$ cat config.mk
export PLATFORM = sky130hd
export DESIGN_NAME = rfts_sequencer
export DESIGN_NICKNAME = d
export VERILOG_FILES = /design/src/core/rfts_clk_div4.v /design/src/core/rfts_sequencer.v
export VERILOG_INCLUDE_DIRS = /design/src /design/src/core
export SDC_FILE = /design/constraint.sdc
export NUM_CORES = 1
export LEC_CHECK = 0
export ABC_CLOCK_PERIOD_IN_PS = 3300
export BUFFER_PORTS_ARGS = -buffer_cell sky130_fd_sc_hd__buf_2
export CORE_ASPECT_RATIO = 1.4
export CORE_MARGIN = 8
export CORE_UTILIZATION = 40
export CTS_CLUSTER_SIZE = 28
export DETAILED_ROUTE_END_ITERATION = 8
export PLACE_DENSITY_LB_ADDON = 0.2
export SYNTH_ARGS = -nofsm -noshare
export SYNTH_HDL_FRONTEND = slang
export SYNTH_SLANG_ARGS = --single-unit
export TNS_END_PERCENT = 1
$ cat constraint.sdc
create_clock -name clk_i -period 3.3 [get_ports clk_i]
set_clock_uncertainty 0.05 [all_clocks]
set_input_delay 0.165 -clock clk_i [delete_from_list [all_inputs] [get_ports clk_i]]
set_output_delay 0.165 -clock clk_i [all_outputs]
set_load 0.03 [all_outputs]
$ cat src/core/rfts_defs.vh
// constants shared by the transmitter enable sequencer files
// assumes a 250 MHz system clock that stands for the crystal reference
`ifndef RFTS_DEFS_VH
`define RFTS_DEFS_VH

// ----------------------------------------------------------------------
// clock
// ----------------------------------------------------------------------
`define RFTS_CLK_PERIOD_NS      4

// ----------------------------------------------------------------------
// timing (times in ns, counts in cycles)
// ----------------------------------------------------------------------
// lock happens before the 1 ms limit; the exact figure is a free choice
`define RFTS_LOCK_TIME_NS       900000
`define RFTS_LOCK_CYCLES        (`RFTS_LOCK_TIME_NS / `RFTS_CLK_PERIOD_NS)
`define RFTS_SETTLE_TIME_NS     1000000
`define RFTS_SETTLE_CYCLES      ((`RFTS_SETTLE_TIME_NS + `RFTS_CLK_PERIOD_NS - 1) / `RFTS_CLK_PERIOD_NS)
// one symbol at 32 kbaud lasts 31250 ns
`define RFTS_SYMBOL_TIME_NS     31250
`define RFTS_SYMBOL_CYCLES      ((`RFTS_SYMBOL_TIME_NS + `RFTS_CLK_PERIOD_NS - 1) / `RFTS_CLK_PERIOD_NS)
`define RFTS_CNT_W              20

// ----------------------------------------------------------------------
// pll and clock output
// ----------------------------------------------------------------------
`define RFTS_PLL_RATIO          6'h20
`define RFTS_CLKOUT_DIV_W       2

// ----------------------------------------------------------------------
// modes
// ----------------------------------------------------------------------
`define RFTS_MODE_STANDBY       2'h0
`define RFTS_MODE_LOCKING       2'h1
`define RFTS_MODE_READY         2'h2
`define RFTS_MODE_TRANSMIT      2'h3

`endif

$ cat src/core/rfts_clk_div4.v
// divide-by-four clock output driver for the controller
// assumes run_i is a level from the sequencer: block enable gated by the registered driver enable
module rfts_clk_div4
(
    // clock and reset
    input  wire       clk_i,
    input  wire       rst_i,
    // control
    input  wire       run_i,
    // divided clock
    output reg        clock_out_o
);

`include "rfts_defs.vh"

    reg [`RFTS_CLKOUT_DIV_W-1:0] phase;

    // ------------------------------------------------------------------
    // divider
    // ------------------------------------------------------------------
    // restarts from zero on every enable so the first period is whole
    always @(posedge clk_i)
    begin
        if (rst_i || !run_i)
        begin
            phase       <= 2'h0;
            clock_out_o <= 1'b0;
        end
        else
        begin
            phase       <= phase + 2'h1;
            clock_out_o <= phase[1];
        end
    end

endmodule

$ cat src/core/rfts_sequencer.v
// mode sequencer of the pll transmitter: enables, lock wait, keying
// assumes block_enable_i, amplifier_on_request_i and the keying switch
// are synchronous to clk_i, which stands for the crystal reference

`include "rfts_defs.vh"

// What this block does
// - both enables low: oscillator, pll, clock driver and amplifier all off
// - block enable high switches on oscillator, pll and clock output driver
// - enabled with amplifier request low: pll runs, amplifier off, clock delivered
// - both enables high: pll, oscillator, clock driver and amplifier all on
// - amplifier follows its request input while block enable is high; controller keys it with data
// - pll locks and clock output is stable within one millisecond of enable
// - pll locks its output to thirty-two times the crystal frequency
// - keying switch closed gives the lower frequency, open the higher
// - block enable low returns the transmitter to standby
// - clock output runs at a quarter of the crystal frequency
module rfts_sequencer
#(
    parameter LOCK_CYCLES   = `RFTS_LOCK_CYCLES,
    parameter SETTLE_CYCLES = `RFTS_SETTLE_CYCLES,
    parameter SYMBOL_CYCLES = `RFTS_SYMBOL_CYCLES
)
(
    // clock and reset
    input  wire        clk_i,
    input  wire        rst_i,
    // control pins from the controller
    input  wire        block_enable_i,
    input  wire        amplifier_on_request_i,
    input  wire        keying_switch_closed_i,
    // analog block enables
    output reg         crystal_oscillator_on_o,
    output reg         pll_on_o,
    output reg         clk_driver_on_o,
    output reg         amplifier_on_o,
    // clock output to the controller
    output wire        clock_out_o,
    // status
    output reg  [1:0]  mode_o,
    output reg         pll_locked_o,
    output reg         settled_o,
    output reg  [5:0]  pll_ratio_o,
    output reg         frequency_keying_high_o,
    output reg  [15:0] carrier_phase_o,
    // sequence checks on the controller side
    output reg         early_amplifier_o,
    output reg         amplifier_while_off_o,
    output reg         rate_violation_o
);

    // ------------------------------------------------------------------
    // states
    // ------------------------------------------------------------------
    localparam ST_STANDBY  = `RFTS_MODE_STANDBY;
    localparam ST_LOCKING  = `RFTS_MODE_LOCKING;
    localparam ST_READY    = `RFTS_MODE_READY;
    localparam ST_TRANSMIT = `RFTS_MODE_TRANSMIT;

    reg [1:0]              state;
    reg [1:0]              next_state;
    reg [`RFTS_CNT_W-1:0]  enable_cnt;
    reg [`RFTS_CNT_W-1:0]  symbol_cnt;
    reg                    amp_req_prev;
    reg                    switch_prev;
    reg                    symbol_seen;
    wire                   locked_now;
    wire                   settled_now;
    wire                   mod_edge;
    wire                   clk_run;

    assign locked_now  = (enable_cnt >= LOCK_CYCLES);
    assign settled_now = (enable_cnt >= SETTLE_CYCLES);

    // ------------------------------------------------------------------
    // mode decode
    // ------------------------------------------------------------------
    always @*
    begin
        next_state = state;
        case (state)
            ST_STANDBY:
            begin
                if (block_enable_i)
                    next_state = ST_LOCKING;
            end
            ST_LOCKING:
            begin
                if (!block_enable_i)
                    next_state = ST_STANDBY;
                else if (locked_now)
                    next_state = amplifier_on_request_i ? ST_TRANSMIT : ST_READY;
            end
            ST_READY:
            begin
                if (!block_enable_i)
                    next_state = ST_STANDBY;
                else if (amplifier_on_request_i)
                    next_state = ST_TRANSMIT;
            end
            ST_TRANSMIT:
            begin
                if (!block_enable_i)
                    next_state = ST_STANDBY;
                else if (!amplifier_on_request_i)
                    next_state = ST_READY;
            end
            default:
            begin
                next_state = ST_STANDBY;
            end
        endcase
    end

    always @(posedge clk_i)
    begin
        if (rst_i)
            state <= ST_STANDBY;
        else
            state <= next_state;
    end

    // ------------------------------------------------------------------
    // lock and settle timer
    // ------------------------------------------------------------------
    // saturates so a long enable never wraps back into "not locked"
    always @(posedge clk_i)
    begin
        if (rst_i || !block_enable_i)
            enable_cnt <= {`RFTS_CNT_W{1'b0}};
        else if (!settled_now)
            enable_cnt <= enable_cnt + 20'h00001;
    end

    // ------------------------------------------------------------------
    // analog block enables
    // ------------------------------------------------------------------
    always @(posedge clk_i)
    begin
        if (rst_i)
        begin
            crystal_oscillator_on_o <= 1'b0;
            pll_on_o                <= 1'b0;
            clk_driver_on_o         <= 1'b0;
            amplifier_on_o          <= 1'b0;
            mode_o                  <= `RFTS_MODE_STANDBY;
        end
        else
        begin
            // block enable alone decides the reference side
            crystal_oscillator_on_o <= block_enable_i;
            pll_on_o                <= block_enable_i;
            clk_driver_on_o         <= block_enable_i;
            // amplifier is gated by block enable, so a stray request in
            // standby never powers it
            amplifier_on_o          <= block_enable_i & amplifier_on_request_i;
            mode_o                  <= next_state;
        end
    end

    // ------------------------------------------------------------------
    // pll model
    // ------------------------------------------------------------------
    // carrier phase advances 32 steps per reference cycle once locked
    always @(posedge clk_i)
    begin
        if (rst_i || !block_enable_i)
        begin
            pll_locked_o    <= 1'b0;
            settled_o       <= 1'b0;
            pll_ratio_o     <= 6'h00;
            carrier_phase_o <= 16'h0000;
        end
        else
        begin
            pll_locked_o <= locked_now;
            settled_o    <= settled_now;
            pll_ratio_o  <= `RFTS_PLL_RATIO;
            if (locked_now)
                carrier_phase_o <= carrier_phase_o + {10'h000, `RFTS_PLL_RATIO};
        end
    end

    // ------------------------------------------------------------------
    // frequency keying
    // ------------------------------------------------------------------
    always @(posedge clk_i)
    begin
        if (rst_i || !block_enable_i)
            frequency_keying_high_o <= 1'b0;
        else
            frequency_keying_high_o <= ~keying_switch_closed_i;
    end

    // ------------------------------------------------------------------
    // clock output
    // ------------------------------------------------------------------
    assign clk_run = block_enable_i & clk_driver_on_o;

    rfts_clk_div4 u_clk_div
    (
        .clk_i       (clk_i),
        .rst_i       (rst_i),
        .run_i       (clk_run),
        .clock_out_o (clock_out_o)
    );

    // ------------------------------------------------------------------
    // controller-side sequence checks
    // ------------------------------------------------------------------
    // flags are sticky until cleared; set and clear need opposite block enable
    // levels, so a new violation never meets a clear in the same cycle
    assign mod_edge = (amplifier_on_request_i != amp_req_prev) |
                      (amplifier_on_request_i & (keying_switch_closed_i != switch_prev));

    always @(posedge clk_i)
    begin
        if (rst_i)
        begin
            amp_req_prev <= 1'b0;
            switch_prev  <= 1'b0;
        end
        else
        begin
            amp_req_prev <= amplifier_on_request_i;
            switch_prev  <= keying_switch_closed_i;
        end
    end

    always @(posedge clk_i)
    begin
        if (rst_i || !block_enable_i)
        begin
            symbol_cnt  <= {`RFTS_CNT_W{1'b0}};
            symbol_seen <= 1'b0;
        end
        else if (mod_edge)
        begin
            symbol_cnt  <= {`RFTS_CNT_W{1'b0}};
            symbol_seen <= 1'b1;
        end
        else if (symbol_cnt < SYMBOL_CYCLES)
        begin
            symbol_cnt  <= symbol_cnt + 20'h00001;
        end
    end

    always @(posedge clk_i)
    begin
        if (rst_i)
        begin
            early_amplifier_o     <= 1'b0;
            amplifier_while_off_o <= 1'b0;
            rate_violation_o      <= 1'b0;
        end
        else
        begin
            if (block_enable_i && amplifier_on_request_i && !settled_now)
                early_amplifier_o <= 1'b1;
            else if (!block_enable_i && !amplifier_on_request_i)
                early_amplifier_o <= 1'b0;

            if (!block_enable_i && amplifier_on_request_i)
                amplifier_while_off_o <= 1'b1;
            else if (block_enable_i && !amplifier_on_request_i)
                amplifier_while_off_o <= 1'b0;

            // only edges after the first one of an enable period count
            if (block_enable_i && mod_edge && symbol_seen && settled_now &&
                (symbol_cnt < SYMBOL_CYCLES - 1))
                rate_violation_o <= 1'b1;
            else if (!block_enable_i)
                rate_violation_o <= 1'b0;
        end
    end

endmodule

======== After elaboration in Yosys (flattened, before gate mapping) ========
Index checks and enable logic that the tools add are counted.
operators by class
  add/subtract/negate cells ............... 4
  multipliers ............................. 0
  divide/modulo/power cells ............... 0
  $lt $le $gt $ge ......................... 4
  equality and inequality tests ........... 10
  shift-type cells ........................ 0
  mux-type cells .......................... 16
  bitwise logic cells ..................... 5
  reduce and logical (&&, ||, !) cells .... 20
operator list
  kind                                                                  number
  adder 20 x 1 -> 20 bit (second input constant)                        2
  greater-or-equal comparator 20 x 18 -> 1 bit (second input constant)  2
  < comparator 20 x 13 -> 1 bit (second input constant)                 2
  adder 16 x 6 -> 16 bit (second input constant)                        1
  two-way mux 2 bit                                                     7
  logical AND 1 bit                                                     9
  inequality test 3 bit (second input constant)                         3
  case mux 2 bit (4 select lines)                                       1
  two-way mux 1 bit                                                     7
  two-way mux 6 bit                                                     1
  == test 2 bit (second input constant)                                 2
  logical NOT 1 bit                                                     4
  AND reduction 4 bit                                                   1
  nonzero test 2 bit                                                    2
  AND 1 bit                                                             3
  adder 2 x 1 -> 2 bit (second input constant)                          1
  == test 2 x 1 -> 1 bit (second input constant)                        1
  logical NOT 2 bit                                                     1
  logical OR 1 bit                                                      2
  inequality test 1 bit                                                 2
  inequality test 2 x 1 -> 1 bit (second input constant)                1
  inequality test 2 bit (second input constant)                         1
  OR reduction 2 bit                                                    1
  NOT 1 bit                                                             1
  OR 1 bit                                                              1
storage, ports and cells
  register bits after elaboration ......... 78
  bits in latches ......................... 0
  bits in writable memories ............... 0
  bits in read-only memories .............. 0
  input bits .............................. 5
  output and inout bits ................... 35
  logic and storage cells ................. 77
  memories kept ........................... 0

======== Longest topological paths before layout ========
Gate-level depths: netlist (run 1).
  depth after elaboration ................. 8
  gate-level depth with buffers ........... 6
  gate-level depth less buffers ........... 6

======== Cells and area by module ========
From an unflattened synthesis (run 1), not the netlist that was laid out.
unflattened totals
  cells, all modules ...................... 353
  area total of the unflattened synthesis .. 3,111.7 um2
by module, submodules not included
  module          times used  cells an instance  area each (um2)  sequential area each (um2)
  rfts_sequencer  1           344                3,021.6          1,301.2
  rfts_clk_div4   1           9                  90.1             60.1

======== Worst setup path after synthesis (run 1) ========
No wires, ideal clock.
  kind .................................... flip-flop to flip-flop
  from .................................... register enable_cnt[13]
  to ...................................... register carrier_phase_o[15]
  setup time .............................. 71 ps
  arrival time ............................ 1,705 ps
  path slack .............................. 1,474 ps
  stages on the path, launching flop included .. 6
  path buffers ............................ 0
  cells stage by stage .................... dfxtp_1 -> and4_1 -> o211ai_1 -> and2_1 -> or4_1 -> a21oi_1
between the ends
  cells in the longest elaborated chain, start to end .. 1
ends and longest elaborated chain
  element                                       line                  RTL
  start: declaration                            rfts_sequencer.v:62   reg [`RFTS_CNT_W-1:0] enable_cnt;
  start signal: assignment                      rfts_sequencer.v:130  enable_cnt <= {`RFTS_CNT_W{1'b0}};
  start signal: assignment                      rfts_sequencer.v:132  enable_cnt <= enable_cnt + 20'h00001;
  greater-or-equal comparator 20 x 18 -> 1 bit  rfts_sequencer.v:72   assign locked_now = (enable_cnt >= LOCK_CYCLES);
  end signal: assignment                        rfts_sequencer.v:180  carrier_phase_o <= carrier_phase_o + {10'h000, `RFTS_PLL_RATIO};
  end: declaration                              rfts_sequencer.v:45   output reg [15:0] carrier_phase_o,
No other way between the ends.
A chain may end at the register's enable or synchronous reset.

======== Final worst setup path (run 1) ========
  from .................................... register enable_cnt[8]
  to ...................................... register enable_cnt[13]
between the ends
  cells in the longest elaborated chain, start to end .. 1
ends and longest elaborated chain
  element                                                                                 line
  adder 20 x 1 -> 20 bit or greater-or-equal comparator 20 x 18 -> 1 bit (tied branches)  rfts_sequencer.v:132, rfts_sequencer.v:73
Several ways; a longest one is shown, not always the timed one.

==> results of run 1 <==
## per-stage QoR
step	setup WS, ns	instance area (sq um)
3_5_place_dp	1.08	3380
4_1_cts	1.06	3560
2_1_floorplan	1.47	3230
6_report	1.06	3560
5_1_grt	0.696	3560
3_3_place_gp	1.17	3380
## critical path, stage by stage, from the launching register on
cell	delay [ns]
dfxtp_1	0.36
nor4_1	0.29
nand4_1	0.34
buf_4	0.29
a2111oi_0	0.56
xnor2_1	0.18
nor2_1	0.05
## state kept, by name, summed over array words and instances (netlist names)
name and count:
pll_ratio_o 1, switch_prev 1, rate_violation_o 1, u_clk_div.phase 2, mode_o 2, carrier_phase_o 11
u_clk_div.clock_out_o 1, early_amplifier_o 1, amp_req_prev 1, amplifier_on_o 1, symbol_cnt 20, frequency_keying_high_o 1
pll_locked_o 1, settled_o 1, symbol_seen 1, clk_driver_on_o 1, amplifier_while_off_o 1, enable_cnt 20
## power by group through the flow
stage | clock, mW | combinational, mW | sequential, mW
global placement | 0 | 0.0748 | 0.854
floorplan | 0 | 0.0581 | 0.862
CTS | 0.631 | 0.0772 | 0.835
global route | 0.664 | 0.0850 | 0.836
finish | 0.603 | 0.0763 | 0.836
detailed placement | 0 | 0.0760 | 0.854
## metal layers
metal	up-vias	share of wire (%)	track usage, %
met2	45	52	22.9
met1	1231	42	13.9
li1	1332	-	-
met3	14	4.4	4.37
met4	0	2.0	7.40
met5	-	0	0
## cells by family after synthesis
family / share of synthesized area, %
compound gates: 14.8
xor+xnor: 7.96
fa+ha+maj: 3.53
buf+inv: 6.12
flops: 42.7
mux: 0.314
other cells: 0.117
simple gates: 24.5
## layout make-up
cell class / count / area share (%)
Multi-Input combinational cell: 269 / 46.9
Sequential cell: 68 / 38.3
Timing Repair Buffer: 33 / 4.99
Clock buffer: 13 / 4.47
Tap cell: 100 / 3.52
Inverter: 15 / 1.58
Clock inverter: 2 / 0.281
## cell usage after synthesis (4+ instances only)
| cell type | number |
|---|---|
| o21ai_0 | 8 |
| nor2b_1 | 5 |
| nand4_1 | 14 |
| dfxtp_1 | 68 |
| o31ai_1 | 7 |
| nor4_1 | 5 |
| and4_1 | 5 |
| buf_4 | 13 |
| or3_1 | 4 |
| and2_1 | 17 |
| nor3_1 | 4 |
| a211oi_1 | 4 |
| nand2_1 | 25 |
| a21oi_1 | 26 |
| clkbuf_1 | 7 |
| xnor2_1 | 26 |
| ha_1 | 9 |
| nand3_1 | 16 |
| nor2_1 | 43 |
| or4_1 | 8 |
| inv_1 | 15 |
| a2111oi_2 | 4 |
## final timing paths
path	start	end	slack, ns	cells after the start
max reg2reg	enable_cnt[8]$_SDFFE_PN0N_	enable_cnt[13]$_SDFFE_PN0N_	1.06	6
min	rst_i	mode_o[0]$_SDFFE_PP0P_	0.04	2
max	enable_cnt[8]$_SDFFE_PN0N_	enable_cnt[13]$_SDFFE_PN0N_	1.06	6
min reg2reg	u_clk_div.phase[0]$_SDFF_PP0_	u_clk_div.phase[0]$_SDFF_PP0_	0.38	1
## timing repair
action / in CTS / in global routing
resized for setup: 0 / 0
endpoints found under the hold margin: 1 / 0
hold buffers: 1 / 0
setup buffers: 0 / 0
==> results.cfg, run 1 <==
[synthesis]
ys_ff_latch = 68
syn-mean-instance-area_sq_um = 8.72
synth-seq-area-share_pct = 42.6
synth_edf_count = 0
synth_ff_type = dfxtp_1
synth_top_area_cell = dfxtp_1
synth_area_sq_um = 3190
yosys_warnings = 0
ys_top_cells_by_area = dfxtp_1 43%, xnor2_1 7.1%, nor2_1 5.1%
async_flop_share_pct = 0
synth_cells = 366
synth_top_area_share_pct = 42.6
synth_cell_types = 42

[power_and_ir_drop]
p_sw_share_pct = 23.6
clkPwrFrac_pct = 39.8
p_int_mw = 1.16
p_leak_nw = 1.27
power_switching_mw = 0.358
power_frac_seq_pct = 55.2
irDropWorstVdd_mv = 0.206
power.total_mw = 1.51
power.density_nw_per_um2 = 426
power_frac_comb_pct = 5.0

[timing]
tns_ns = 0
tightest_slew_ns = 0.751
relSlewSlack_pct = 49.4
rsz0062_at_grt = false
finalCritPeriodShare_pct = 67.8
hold_viol = 0
max_freq_mhz = 447
whs_ns = 0.0371
report.final.setup_viol = 0
drv_slew = 0
min_period_ns = 2.24

[layout]
drive_above_1_share_pct = 12.8
area_growth_pct = 11.5
fin_nets = 410
mostFrequentLayoutCell = dfxtp_1
multiInputGateArea_sq_um = 1670
stdcell_count = 500
final_cell_mix = 68 x dfxtp_1, 43 x nor2_1, 29 x buf_2, 26 x a21oi_1, 26 x xnor2_1
seqCellArea_sq_um = 1360
fillCellCount = 767
antenna_cells = 0
utilization_pct = 45.9

[die]
row_count = 38
fp.dieW_um = 91.5
dieArea_sq_um = 11100
core-area_sq_um = 7750
start_util_pct = 41.2
io_pins = 40
die_h_um = 122

[routing]
first_pass_iters = 4
wirelength_um = 6800
drt_iter0_markers = 110
drtAntennaViolNets = 0
drc = 0
vias = 2622
wl_per_cell_um = 13.6
via_per_inst = 5.24

[place]
routabilityCongestion = 0.882
io_buffers = 29
hpwl_um = 4950
place_inst = 484

[clock_network]
clock-sinks = 68
cts_tree = yes
clkLatencyLatePin_ns = 0.34
clk_path_buf_depth = 2
htree_levels = 3
clockRootBuffer = clkbuf_8
path_clk_slew_ns = 0.07
numCtsBuffers = 9

[run_status]
status = completed

[global_routing]
grt.total_usage_pct = 13.2
grt_pass1_vias = 2610
overflow = 0
grt_pass1_wl_um = 12000
antenna_found_initial = 0
grt_max_degree = 22

[setup_path]
worst_ep_arrival_time_ns = 2.42
worstSetupPathType = register to register
required_ns = 3.48
critPathLaunchType = register
crit_fanout = 8
worstSetupEndpointType = register

[run]
drv_cap = 0

[min_path]
hold_class = primary input to register
Note: power is estimated with default switching activity, not from simulation.
==> run 2, diff against run 1 <==
Settings changed: ABC_AREA set to 1, ABC_CLOCK_PERIOD_IN_PS 3300 to 2200.
Clock period 3.3 ns to 2.2 ns, I/O delays scaled along.
==> results.cfg, run 2 <==
[setup_path]
worstSetupPathType = register to register
required_ns = 2.37
crit_fanout = 8
worstSetupEndpointType = register
worst_ep_arrival_time_ns = 1.89
critPathLaunchType = register

[layout]
antenna_cells = 0
reg_top3 = enable_cnt x20, symbol_cnt x20, carrier_phase_o x11
mostFrequentLayoutCell = nand2_1
fillCellCount = 970
fin_nets = 573
seqCellArea_sq_um = 1360
final_cell_mix = 123 x nand2_1, 69 x nor2_1, 68 x dfxtp_1, 53 x inv_1, 38 x a21oi_1
area_growth_pct = 13.2
multiInputGateArea_sq_um = 1980
drive_above_1_share_pct = 15.6
utilization_pct = 46.8

[place]
routabilityCongestion = 0.846
io_buffers = 29
hpwl_um = 6070

[min_path]
hold_class = primary input to register

[timing]
finalCritPeriodShare_pct = 78.5
hold_viol = 0
max_freq_mhz = 579
tightest_slew_ns = 0.562
report.final.setup_viol = 0
rsz0062_at_grt = false
drv_slew = 0
min_period_ns = 1.73
relSlewSlack_pct = 62.3
tns_ns = 0

[global_routing]
grt_max_degree = 27
overflow = 0
grt_pass1_wl_um = 14000
grt_pass1_vias = 3091
antenna_found_initial = 0
grt.total_usage_pct = 13.4

[synthesis]
synth-seq-area-share_pct = 36.5
ys_ff_latch = 68
syn-mean-instance-area_sq_um = 7.03
synthTopCellsByCount = 123 x nand2_1, 69 x nor2_1, 68 x dfxtp_1
synth_ff_type = dfxtp_1
synth_cell_types = 37
async_flop_share_pct = 0
synth_top_area_share_pct = 36.5
synth_cells = 531
synth_area_sq_um = 3730
yosysMostFrequentCell = nand2_1
synth_edf_count = 0
yosys_warnings = 0
ys_top_cells_by_area = dfxtp_1 36%, nand2_1 12%, nor2_1 6.9%
synth_top_area_cell = dfxtp_1

[power_and_ir_drop]
power.total_mw = 3.01
irDropWorstVdd_mv = 0.437
p_leak_nw = 1.65
power.density_nw_per_um2 = 713

[clock_network]
numCtsBuffers = 9
clockRootBuffer = clkbuf_16
clk_path_buf_depth = 2
cts_tree = yes
path_clk_slew_ns = 0.06
clkLatencyLatePin_ns = 0.33
htree_levels = 3
clock-sinks = 68

[routing]
vias = 3227
wl_per_cell_um = 12.2
via_per_inst = 4.81
drtAntennaViolNets = 0
drt_iter0_markers = 112
drc = 0
wirelength_um = 8170
first_pass_iters = 4

[die]
row_count = 41
core-area_sq_um = 9030
start_util_pct = 41.3
dieArea_sq_um = 12700
io_pins = 40
die_h_um = 130
fp.dieW_um = 97.6

[run]
drv_cap = 0

[run_status]
status = completed
run 2: area by class of cell:
class	instances	share of cell area, %
inverters	65	5.78
repair buffers	33	4.21
clock buffers	10	5.66
flip-flops and latches	68	32.2
multi-input cells	382	46.9
clock inverters	6	2.07
well taps	107	3.17
run 2: cells by family after synthesis:
| logic type | count (synthesis) | share of synthesized area (%) |
|---|---|---|
| XOR/XNOR | 26 | 6.10 |
| AND/OR/NAND/NOR | 273 | 33.2 |
| other | 1 | 0.101 |
| buffers and inverters | 90 | 11.4 |
| adder cells (fa/ha/maj) | 9 | 3.02 |
| AO/OA/AOI/OAI | 64 | 9.76 |
| flip-flops | 68 | 36.5 |
run 2: where the power goes:
group | switching (mW) | leakage, nW | internal (mW)
Combinational | 0.129 | 0.937 | 0.0479
Clock | 0.537 | 0.162 | 1.02
Sequential | 0.0214 | 0.551 | 1.25
Total | 0.687 | 1.65 | 2.32
run 2: path summary, 6_finish.rpt:
kind / startpoint / endpoint / slack [ns] / cells after the start
max: enable_cnt[0]$_SDFFE_PN0N_ / enable_cnt[12]$_SDFFE_PN0N_ / 0.47 / 8
min: rst_i / clk_driver_on_o$_SDFF_PP0_ / 0.03 / 2
max reg2reg: enable_cnt[0]$_SDFFE_PN0N_ / enable_cnt[12]$_SDFFE_PN0N_ / 0.47 / 8
min reg2reg: symbol_cnt[15]$_SDFFE_PP0N_ / symbol_cnt[15]$_SDFFE_PP0N_ / 0.37 / 2
run 2: timing repair:
action | in CTS | in global routing
endpoints found under the hold margin | 2 | 0
setup buffers | 0 | 0
hold buffers | 1 | 0
gates resized for setup | 0 | 0
run 2: stage by stage:
stage	worst slack (ns)	hold slack (ns)	cells	area [sq um]
after global routing	0.261	0.0527	671	4220
final	0.472	0.0288	671	4220
after detailed placement	0.480	0.286	654	3890
after global placement	0.516	0.290	654	3890
after floorplan	0.602	0.132	540	3760
after CTS	0.465	0.0114	671	4220
run 2: critical path: stages (launching register included):
cell	delay [ns]
dfxtp_1	0.44
ha_1	0.27
nand3_1	0.14
nor3_2	0.25
inv_1	0.09
nor2_1	0.14
nand3_1	0.10
nand2_1	0.10
nor2_1	0.04
run 2: layer usage:
| metal | global-route usage, % | vias to the layer above | routed length [um] |
|---|---|---|---|
| met5 | 0 | - | 0 |
| met4 | 7.60 | 0 | 207 |
| met3 | 2.86 | 12 | 125 |
| met2 | 25.5 | 25 | 4520 |
| met1 | 13.3 | 1463 | 3310 |
| li1 | - | 1727 | - |
